**config.mk**
```make
export PLATFORM = sky130hd
export DESIGN_NAME = pwsq_sequencer
export DESIGN_NICKNAME = d
export VERILOG_FILES = /design/src/common/pwsq_pkg.sv /design/src/verilog/pwsq_sequencer.sv
export SDC_FILE = /design/constraint.sdc
export NUM_CORES = 1
export LEC_CHECK = 0
export BUFFER_PORTS_ARGS = -buffer_cell sky130_fd_sc_hd__buf_2
export CAP_MARGIN = 20
export CORE_AREA = 2 2 146 148
export DETAILED_ROUTE_END_ITERATION = 10
export DIE_AREA = 0 0 148 150
export PLACE_DENSITY = 0.53
export SKIP_LAST_GASP = 1
export SLEW_MARGIN = 30
export SYNTH_ARGS = -nofsm -noshare
export SYNTH_HDL_FRONTEND = slang
export SYNTH_SLANG_ARGS = --single-unit
```
**constraint.sdc**
```tcl
create_clock -name clock -period 3.4 [get_ports clock]
set_input_delay 0.17 -clock clock [delete_from_list [all_inputs] [get_ports clock]]
set_output_delay 0.17 -clock clock [all_outputs]
set_load 0.02 [all_outputs]
```
**src/common/pwsq_pkg.sv**
```systemverilog
// Purpose: constants shared by the periodic wake power sequencer
// Assumes: 20 MHz system clock, all timers step on a 1 ms tick
// Notes:   times are given in their own unit and turned into counts here
package pwsq_pkg;
    // ---------------------------------------------------------------
    // clock and tick
    // ---------------------------------------------------------------
    localparam int unsigned CLOCK_HZ      = 20_000_000;
    localparam int unsigned MS_PER_S      = 1000;
    localparam int unsigned CYCLES_PER_MS = CLOCK_HZ / MS_PER_S;
    localparam int unsigned DIV_W         = 16;
    localparam int unsigned MS_W          = 16;
    localparam int unsigned PERIOD_W      = 32;

    // ---------------------------------------------------------------
    // timing figures in milliseconds, grace time also given in seconds
    // ---------------------------------------------------------------
    localparam logic [15:0] MIN_ON_TIME_MS      = 16'h0008;  // 8 ms
    localparam logic [15:0] MIN_REST_TIME_MS    = 16'h0080;  // 128 ms
    localparam int unsigned SHUTDOWN_GRACE_S    = 1;
    localparam logic [15:0] SHUTDOWN_GRACE_MS   = 16'(SHUTDOWN_GRACE_S * MS_PER_S);
    localparam logic [15:0] DEBOUNCE_MS         = 16'h0020;  // 32 ms
    localparam logic [15:0] HOLD_MIN_MS         = 16'h0080;  // 128 ms
    localparam logic [15:0] HOLD_MAX_MS         = 16'h4010;  // 16.4 s

    // ---------------------------------------------------------------
    // sequencer states
    // ---------------------------------------------------------------
    typedef enum logic [2:0] {
        ST_AWAKE,
        ST_SLEEP,
        ST_SHUTTING_OFF,
        ST_OFF
    } pwsq_state_e;
endpackage

```
**src/verilog/pwsq_sequencer.sv**
```systemverilog
// Purpose: wake timer state machine switching power to an attached system
// Assumes: configuration inputs are quasi-static; button and sleep are pins
// Notes:   open-drain pins drive low while their enable is high
//
// Overview of operation
// - active-high variant raises enable on recognised press or wake interval expiry.
// - enable is held low while sleeping in the active-high variant.
// - inverted variant: enable high while sleeping, low when woken.
// - sleep high or button low beyond hold time enters shutdown; 128ms..16.4s.
// - every run-to-shutdown passage pulls the warning low for one second.
// - leaving shutdown pulls startup notice low while enable stays asserted.
// - without a configured awake limit, awake time is limited to 8ms.
// - debounced button output follows debounced button level, open-drain low.
// - sleep request counts only in run mode, ignored during shutdown.
// - falling sleep edge while awake drops enable and enters sleep.
// - sleep request high while sleeping returns to awake, enable asserted.
// - low button level is a press; idle level is high.
// - sleep edges and awake limit are ignored for 8ms after waking.
// - sleep lasts at least 128ms, all wake triggers ignored meanwhile.
// - awake limit expiry returns to sleep regardless of sleep request.
// - a short press in shutdown returns the device to run mode.
`timescale 1ns/1ps
module pwsq_sequencer #(
    parameter int unsigned CYCLES_PER_MS     = pwsq_pkg::CYCLES_PER_MS,
    parameter bit          ENABLE_ACTIVE_LOW = 1'b0,
    parameter bit          START_IN_SHUTDOWN = 1'b0
) (
    input  wire logic        clock,               // 20 MHz clock
    input  wire logic        rst_n,               // async reset, active low
    input  wire logic        buttonN,             // pushbutton pin, low = pressed
    input  wire logic        sleepReq,            // sleep request pin from system
    input  wire logic [31:0] wakeIntervalMs,      // wake interval in ms
    input  wire logic [15:0] shutdownHoldMs,      // long-hold time in ms
    input  wire logic [15:0] onTimeLimitMs,       // awake limit in ms, 0 or below 8 = 8 ms
    output logic             enable,              // power enable, polarity per parameter
    output logic             debouncedButtonOut,  // open-drain level, always low
    output logic             debouncedButtonOe,   // high while pulling low
    output logic             startupNoticeNOut,   // open-drain level, always low
    output logic             startupNoticeNOe,    // high while pulling low
    output logic             shutdownWarningNOut, // open-drain level, always low
    output logic             shutdownWarningNOe   // high while pulling low
);
    // ---------------------------------------------------------------
    // helpers
    // ---------------------------------------------------------------
    function automatic logic [15:0] satInc(input logic [15:0] v);
        return (v == 16'hffff) ? v : v + 16'h0001;
    endfunction

    // ---------------------------------------------------------------
    // millisecond tick divider
    // ---------------------------------------------------------------
    logic [15:0] divCnt_r, divCnt_nxt;
    logic        msTick_r, msTick_nxt;

    always_comb begin
        msTick_nxt = 1'b0;
        divCnt_nxt = divCnt_r + 16'h0001;
        if (divCnt_r == 16'(CYCLES_PER_MS - 1)) begin
            divCnt_nxt = 16'h0000;
            msTick_nxt = 1'b1;
        end
    end

    always_ff @(posedge clock or negedge rst_n) begin
        if (!rst_n) begin
            divCnt_r <= 16'h0000;
            msTick_r <= 1'b0;
        end else begin
            divCnt_r <= divCnt_nxt;
            msTick_r <= msTick_nxt;
        end
    end

    // ---------------------------------------------------------------
    // pin synchronisers and button debounce
    // ---------------------------------------------------------------
    logic        btnMeta_r, btnSync_r, slpMeta_r, slpSync_r, slpPrev_r;
    logic        btnDeb_r, btnDeb_nxt;
    logic [15:0] dbMs_r, dbMs_nxt;
    logic        pressEvt;

    always_comb begin
        btnDeb_nxt = btnDeb_r;
        dbMs_nxt   = dbMs_r;
        if (btnSync_r == btnDeb_r) begin
            dbMs_nxt = 16'h0000;
        end else if (msTick_r) begin
            if (dbMs_r == pwsq_pkg::DEBOUNCE_MS - 16'h0001) begin
                btnDeb_nxt = btnSync_r;
                dbMs_nxt   = 16'h0000;
            end else begin
                dbMs_nxt = satInc(dbMs_r);
            end
        end
        pressEvt = btnDeb_r & ~btnDeb_nxt;
    end

    always_ff @(posedge clock or negedge rst_n) begin
        if (!rst_n) begin
            btnMeta_r <= 1'b1;
            btnSync_r <= 1'b1;
            slpMeta_r <= 1'b0;
            slpSync_r <= 1'b0;
            slpPrev_r <= 1'b0;
            btnDeb_r  <= 1'b1;
            dbMs_r    <= 16'h0000;
        end else begin
            btnMeta_r <= buttonN;
            btnSync_r <= btnMeta_r;
            slpMeta_r <= sleepReq;
            slpSync_r <= slpMeta_r;
            slpPrev_r <= slpSync_r;
            btnDeb_r  <= btnDeb_nxt;
            dbMs_r    <= dbMs_nxt;
        end
    end

    // ---------------------------------------------------------------
    // sequencer
    // ---------------------------------------------------------------
    pwsq_pkg::pwsq_state_e state_r, state_nxt;
    logic [15:0] stateMs_r, stateMs_nxt;
    logic [31:0] periodMs_r, periodMs_nxt;
    logic [15:0] holdMs_r, holdMs_nxt;
    logic        powered_r, powered_nxt;
    logic        notice_r, notice_nxt;
    logic        enable_nxt, offOe_nxt;
    logic [15:0] holdLimit, onLimit;
    logic        runMode, holdExpired, sleepFall, minOnDone, minRestDone;

    always_comb begin
        // clamped configuration; out-of-range hold values pin to the ends
        holdLimit = shutdownHoldMs;
        if (shutdownHoldMs < pwsq_pkg::HOLD_MIN_MS) holdLimit = pwsq_pkg::HOLD_MIN_MS;
        if (shutdownHoldMs > pwsq_pkg::HOLD_MAX_MS) holdLimit = pwsq_pkg::HOLD_MAX_MS;
        onLimit = (onTimeLimitMs < pwsq_pkg::MIN_ON_TIME_MS) ? pwsq_pkg::MIN_ON_TIME_MS : onTimeLimitMs;

        runMode     = (state_r == pwsq_pkg::ST_AWAKE) || (state_r == pwsq_pkg::ST_SLEEP);
        holdExpired = runMode && (holdMs_r >= holdLimit);
        sleepFall   = slpPrev_r & ~slpSync_r;
        minOnDone   = stateMs_r >= pwsq_pkg::MIN_ON_TIME_MS;
        minRestDone = stateMs_r >= pwsq_pkg::MIN_REST_TIME_MS;

        state_nxt    = state_r;
        powered_nxt  = powered_r;
        notice_nxt   = notice_r;
        stateMs_nxt  = msTick_r ? satInc(stateMs_r) : stateMs_r;
        periodMs_nxt = (runMode && msTick_r && periodMs_r != 32'hffffffff) ? periodMs_r + 32'h1 : periodMs_r;
        // sleep request only counts toward the hold in run mode
        if (runMode && (slpSync_r || !btnDeb_r)) begin
            holdMs_nxt = msTick_r ? satInc(holdMs_r) : holdMs_r;
        end else begin
            holdMs_nxt = 16'h0000;
        end

        unique case (state_r)
            pwsq_pkg::ST_AWAKE: begin
                if (holdExpired) begin
                    state_nxt = pwsq_pkg::ST_SHUTTING_OFF;
                end else if (minOnDone && (sleepFall || stateMs_r >= onLimit)) begin
                    state_nxt = pwsq_pkg::ST_SLEEP;
                end
            end
            pwsq_pkg::ST_SLEEP: begin
                if (holdExpired) begin
                    state_nxt = pwsq_pkg::ST_SHUTTING_OFF;
                end else if (minRestDone &&
                             (periodMs_r >= wakeIntervalMs || pressEvt || slpSync_r)) begin
                    state_nxt = pwsq_pkg::ST_AWAKE;
                end
            end
            pwsq_pkg::ST_SHUTTING_OFF: begin
                // enable keeps its prior value through the grace time
                if (stateMs_r >= pwsq_pkg::SHUTDOWN_GRACE_MS) begin
                    state_nxt = pwsq_pkg::ST_OFF;
                end
            end
            pwsq_pkg::ST_OFF: begin
                // sleep request ignored; only a fresh press leaves
                if (pressEvt) begin
                    state_nxt  = pwsq_pkg::ST_AWAKE;
                    notice_nxt = 1'b1;
                end
            end
            default: state_nxt = pwsq_pkg::ST_OFF;
        endcase

        if (state_nxt != state_r) begin
            stateMs_nxt = 16'h0000;
            holdMs_nxt  = 16'h0000;
            unique case (state_nxt)
                pwsq_pkg::ST_AWAKE: begin
                    powered_nxt  = 1'b1;
                    periodMs_nxt = 32'h0;
                end
                pwsq_pkg::ST_SLEEP:        powered_nxt = 1'b0;
                pwsq_pkg::ST_OFF:          powered_nxt = 1'b0;
                pwsq_pkg::ST_SHUTTING_OFF: powered_nxt = powered_r;
                default:                   powered_nxt = 1'b0;
            endcase
        end
        if (!powered_nxt) notice_nxt = 1'b0;

        enable_nxt = powered_nxt ^ ENABLE_ACTIVE_LOW;
        offOe_nxt  = (state_nxt == pwsq_pkg::ST_SHUTTING_OFF);
    end

    always_ff @(posedge clock or negedge rst_n) begin
        if (!rst_n) begin
            state_r             <= START_IN_SHUTDOWN ? pwsq_pkg::ST_OFF : pwsq_pkg::ST_SLEEP;
            stateMs_r           <= 16'h0000;
            periodMs_r          <= 32'h0;
            holdMs_r            <= 16'h0000;
            powered_r           <= 1'b0;
            notice_r            <= 1'b0;
            enable              <= ENABLE_ACTIVE_LOW;
            debouncedButtonOe   <= 1'b0;
            startupNoticeNOe    <= 1'b0;
            shutdownWarningNOe  <= 1'b0;
            debouncedButtonOut  <= 1'b0;
            startupNoticeNOut   <= 1'b0;
            shutdownWarningNOut <= 1'b0;
        end else begin
            state_r             <= state_nxt;
            stateMs_r           <= stateMs_nxt;
            periodMs_r          <= periodMs_nxt;
            holdMs_r            <= holdMs_nxt;
            powered_r           <= powered_nxt;
            notice_r            <= notice_nxt;
            enable              <= enable_nxt;
            debouncedButtonOe   <= ~btnDeb_nxt;
            startupNoticeNOe    <= notice_nxt;
            shutdownWarningNOe  <= offOe_nxt;
            debouncedButtonOut  <= 1'b0;
            startupNoticeNOut   <= 1'b0;
            shutdownWarningNOut <= 1'b0;
        end
    end
endmodule // pwsq_sequencer

```
==> flow_summary.yaml, run 1 <==
yosys:
  synth_area_sq_um: 7750
  synth_warnings: 0
  yosys-top-cells-area: "dfrtp_1, ha_1, xnor2_1"
  yosys_most_used_dff: "dfrtp_1"
  synthCells: 895
  synth_seq_cells: 110
  synthDistinctLibCells: 64
  yosys.area_share.simple: 0.238
  yosysTopAreaCell: "dfrtp_1"
  synth_edf_count: 0
  synth_top_family_by_area: "simple AND/OR/NAND/NOR gates"
  avgSynthCellArea_sq_um: 8.66
  synth_compound_area_frac: 0.127
  synth.area.mux_share: 0.0239
  synth_adder_area_share: 0.113
  async_reset_ff_frac: 1.00
  ys_seq_area_frac: 0.356
  synth_xor_area_frac: 0.0848
  netlist.area_leader.share: 0.342
place:
  io_buffers: 71
  dp_cells: 1253
  postPlaceCellArea_sq_um: 8690
  gp_congestion: 0.794
  place_hpwl_um: 13500
sta:
  max_freq_mhz: 305
  period_share: 0.965
  rsz0062_at_grt: "yes"
  hold_viol_final: 0
  setup_viol: 0
  fin_crit_ns: 3.28
  worst_pin_slew_ns: 0.827
  worst_slew_margin_rel: 0.446
  final.setup_skew_ns: 0.00747
  report.final.slew_viol_count: 0
critical_path:
  crit_end: "periodMs_r[7]"
  r2r-start: "periodMs_r[14]"
  crit_fanout: 32
  end_kind: "flip-flop"
  cp-startpoint: "shutdownHoldMs[11]"
  crit_arrival_ns: 3.53
  worst_ep_required_time_ns: 3.64
  r2r_setup_slack_ns: 0.40
  r2r_end: "periodMs_r[7]"
  crit_path_start_kind: "input pin"
  path_class: "input pin to flip-flop"
  r2r_cells: 9
clocking:
  cts_buffers: 9
  h-tree-depth: 3
  cts_tree: "built"
  clk_latency_ns: 0.36
  cts.sinks: 110
  cts_buffer_depth: 2
  path_clk_slew_ns: 0.07
  root_buffer: "clkbuf_16"
hold_path:
  worstHoldPathType: "flip-flop to flip-flop"
grt:
  grt_pass1_wl_um: 31500
  grt_usage: 0.175
  antenna_found_initial: 0
  first_global_vias: 6481
  gr-total-overflow: 0
  grt_start_max_net_pins: 51
detailed_routing:
  postRouteWirelength_um: 18200
  drtAntennaViolNets: 0
  drt_iter0_drc: 235
  via_count: 6538
  routedWlPerCell_um: 14.3
  post_drt_via_cell_ratio: 5.12
  drt_first_pass_iters: 4
  drc: 0
job:
  maxCapViolCount: 0
cells_and_area:
  final_common_cell: "dfrtp_1"
  fin_nets: 1135
  mostFrequentLayoutCells: "dfrtp_1, nor2_1, nand2_1"
  diodes: 0
  fin_cells: 1276
  layout-drive-gt1-share: 0.178
  fin_area_sq_um: 9160
  syn_to_final_growth_pct: 18.2
floorplanning:
  fp.dieArea_sq_um: 22200
  io_pins: 75
  coreArea_sq_um: 20700
  die_x_um: 148
  start_util: 0.374
  die_h_um: 150
  row_count: 53
power_and_ir_drop:
  power.leakage_nw: 4.01
  peakVddDrop_uv: 224
  power.density_nw_per_um2: 284
status:
  status: "complete, no violations"
-- power by group --
group	internal (mW)	switching [mW]	total (mW)
Combinational	0.0946	0.123	0.218
Sequential	1.32	0.0106	1.33
Clock	0.568	0.485	1.05
Total	1.98	0.619	2.60
-- critical path, stage by stage --
cell and delay, ns:
buf_2 0.11, or4_4 0.54, nor4_4 0.19, nand3_1 0.13, a21oi_2 0.21, and2_4 0.20, nand2_1 0.07, ha_1 0.27
nand2_1 0.05, o21ai_1 0.20, a221oi_4 0.10, o211ai_1 0.18, buf_4 0.17, buf_6 0.12, a211oi_1 0.06, buf_4 0.15
a2111oi_4 0.27, buf_12 0.24, nor2_1 0.07
-- metal layers --
layer	wire, um	track usage
met4	176	0.0357
met2	8760	0.293
met5	0	0
met1	8780	0.237
met3	473	0.0305
-- worst min path at each step --
stage,startpoint,depth (start not counted),slack (ns),endpoint
2_1_floorplan,rst_n,0,-0.13,dbMs_r[0]
3_3_place_gp,rst_n,1,0.26,divCnt_r[12]
3_5_place_dp,rst_n,1,0.26,divCnt_r[12]
4_1_cts,slpMeta_r,0,0.35,slpSync_r
5_1_grt,slpMeta_r,0,0.37,slpSync_r
6_report,slpMeta_r,0,0.35,slpSync_r
-- cells in the mapped netlist (25+ instances only) --
cell type    n
nand2_1     90
ha_1        70
xnor2_1     50
inv_1       75
o21ai_0     41
xor2_1      25
dfrtp_1    106
nand4_1     30
nor3_1      35
nor2_1      91
a21oi_1     31
nand3_1     57
-- kinds of logic after synthesis --
logic type               after synthesis
other                                  2
AO/OA/AOI/OAI                        140
adder cells (fa/ha/maj)               70
buffers and inverters                105
multiplexers                          18
flip-flops                           110
AND/OR/NAND/NOR                      375
XOR/XNOR                              75
-- area by class of cell --
| type | count | area, sq um |
|---|---|---|
| clock buffer | 11 | 233 |
| clock inverter | 4 | 48.8 |
| fill | 2146 | 11500 |
| inverter | 77 | 292 |
| multi-input combinational | 683 | 4710 |
| sequential | 110 | 2760 |
| tap | 275 | 344 |
| timing repair buffer | 116 | 777 |
-- stage by stage --
stage	utilization	hold WS, ns	TNS [ns]	power (mW)	worst slack, ns
after global placement	0.420	0.256	-22.59	1.56	-0.422
after floorplan	-	-0.126	-0.501	1.45	-0.0542
after global routing	0.443	0.373	-3.05	2.72	-0.106
after detailed placement	0.420	0.255	-23.30	1.56	-0.414
after CTS	0.436	0.352	0	2.64	0.0182
final	0.443	0.348	0	2.60	0.118
-- state kept, by name, summed over array words and instances (netlist names), 3 cells and up --
register / count
dbMs_r: 16
divCnt_r: 16
state_r: 3
stateMs_r: 16
holdMs_r: 16
periodMs_r: 32
-- timing repair --
action                     CTS  global route
pin swaps                    2             7
resized for setup            2            18
gates cloned                 0             1
hold buffers                 3             0
setup endpoints to repair   18            66
hold endpoints to repair    47             0
setup buffers                1             3
(Power assumes the default switching activity.)
==> inputs of run 2 (changes only) <==
--- a/config.mk
+++ b/config.mk
@@ -10,7 +10,7 @@
 export CORE_AREA = 2 2 146 148
 export DETAILED_ROUTE_END_ITERATION = 10
 export DIE_AREA = 0 0 148 150
-export PLACE_DENSITY = 0.53
+export PLACE_DENSITY = 0.6
 export SKIP_LAST_GASP = 1
 export SLEW_MARGIN = 30
 export SYNTH_ARGS = -nofsm -noshare
==> run 2 against run 1 <==
  * Global-route usage decreased by 0.96 points
  * Utilization increased by 0.48 points
  * Critical path depth unchanged
  * Critical path type unchanged
  * Clock skew increased by 0.0027 ns
  * Cell area increased by 1.1%
  * Register-to-register slack got worse by 0.03 ns
  * Flip-flop and latch count unchanged
==> flow_summary.yaml, run 2 (synthesis results as in run 1) <==
detailed_routing:
  route.met3.wl_um: 563
  drt_first_pass_iters: 5
  routed-wl-met2_um: 8750
  drc: 0
  routedWlPerCell_um: 14.3
  drtAntennaViolNets: 0
  drt_iter0_drc: 354
  postRouteWirelength_um: 18400
  via_count: 6658
  top_layer_used: "met4"
  wl_met1_um: 8890
  post_drt_via_cell_ratio: 5.18
sta:
  worst_pin_slew_ns: 0.825
  final.setup_skew_ns: 0.0102
  rsz0062_at_grt: "yes"
  hold_viol_final: 0
  worst_slew_margin_rel: 0.445
  worst_slack_ns: 0.0117
  report.final.slew_viol_count: 0
  setup_viol: 0
  fin_crit_ns: 3.39
  period_share: 0.997
  max_freq_mhz: 295
grt:
  antenna_found_initial: 0
  first_global_vias: 6308
  grt_pass1_wl_um: 30100
  grt_start_max_net_pins: 59
  gr-total-overflow: 0
  grt_usage: 0.165
floorplanning:
  coreArea_sq_um: 20700
  start_util: 0.374
  row_count: 53
  die_h_um: 150
  die_x_um: 148
  fp.dieArea_sq_um: 22200
  io_pins: 75
clocking:
  clk_latency_ns: 0.36
  root_buffer: "clkbuf_16"
  cts.sinks: 110
  path_clk_slew_ns: 0.08
  cts_buffer_depth: 2
  cts_buffers: 9
  cts_tree: "built"
  h-tree-depth: 3
power_and_ir_drop:
  power.leakage_nw: 4.06
  fin_total_pwr_mw: 2.56
  power.density_nw_per_um2: 277
  peakVddDrop_uv: 235
critical_path:
  crit_arrival_ns: 3.64
  path_class: "input pin to flip-flop"
  end_kind: "flip-flop"
  worst_ep_required_time_ns: 3.65
  crit_path_start_kind: "input pin"
  crit_fanout: 8
cells_and_area:
  diodes: 0
  layout-drive-gt1-share: 0.184
  mostFrequentLayoutCells: "dfrtp_1, nor2_1, nand2_1"
  fin_nets: 1143
  largest_register_ffs: 32
  syn_to_final_growth_pct: 19.5
  top_register: "periodMs_r"
  final_common_cell: "dfrtp_1"
job:
  maxCapViolCount: 0
place:
  place_hpwl_um: 13100
  gp_congestion: 0.832
  place_ws_ns: -0.487
  io_buffers: 71
hold_path:
  worstHoldPathType: "flip-flop to flip-flop"
status:
  status: "complete, no violations"
==> run 2: changes by cell type in the layout (fill, tap and decap cells not counted), sizes merged <==
cell,delta
clkbuf,+2
clkinvlp,+2
bufinv,-1
clkinv,+1
inv,+1
buf,+4
==> run 2: worst paths after layout <==
path | start | to | slack, ns | depth (start not counted)
hold / removal | slpMeta_r | slpSync_r | 0.36 | 0
max in group asynchronous | rst_n | btnMeta_r | 2.22 | 3
min in group asynchronous | rst_n | dbMs_r[7] | 0.40 | 2
hold reg to reg | slpMeta_r | slpSync_r | 0.36 | 0
setup / recovery | shutdownHoldMs[11] | periodMs_r[25] | 0.01 | 19
setup reg to reg | periodMs_r[14] | periodMs_r[25] | 0.37 | 10
==> run 2: timing repair <==
action,4_1_cts,5_1_grt
endpoints found under the setup margin,16,66
pin swaps,0,6
gates resized for setup,1,26
endpoints found under the hold margin,51,0
hold buffers,3,0
cloned,0,6
setup buffers,0,11
==> run 2: per-layer routing <==
metal	vias to the layer above	global-route usage
met5	-	0
met4	0	0.0376
met3	19	0.0335
met2	100	0.269
met1	3148	0.227
li1	3391	-
==> run 2: cell type report <==
cell class / count / area [sq um]
Clock inverter: 5 / 33.8
Inverter: 77 / 294
Tap cell: 275 / 344
Timing Repair inverter: 2 / 13.8
Clock buffer: 11 / 243
Timing Repair Buffer: 122 / 873
Sequential cell: 110 / 2760
Multi-Input combinational cell: 683 / 4700
Fill cell: 2052 / 11400
==> run 2: power breakdown <==
part / switching [mW] / internal (mW) / total (mW)
logic: 0.123 / 0.0940 / 0.217
clock network: 0.498 / 0.518 / 1.02
registers: 0.0108 / 1.32 / 1.33
==> run 2: stage by stage <==
stage	hold WS, ns	std cells	utilization	setup TNS [ns]	area (sq um)
floorplan	-0.126	898	-	-0.501	7810
detailed placement	0.273	1249	0.418	-20.71	8650
CTS	0.355	1268	0.433	0	8960
finish	0.361	1285	0.447	0	9260
global route	0.369	1285	0.447	-5.12	9260
global placement	0.268	1249	0.418	-18.32	8650
==> run 2: worst max-delay path: stages <==
cell	delay (ns)
buf_2	0.10
or4_4	0.54
nor4_4	0.17
nand3_1	0.13
a21oi_2	0.23
and2_4	0.20
nand2_2	0.07
ha_4	0.27
nand2_1	0.05
o21ai_2	0.15
a221oi_4	0.09
o211ai_1	0.35
buf_4	0.20
nor3_4	0.04
buf_4	0.17
a2111oi_4	0.30
buf_6	0.19
clkbuf_16	0.16
nor2_1	0.05
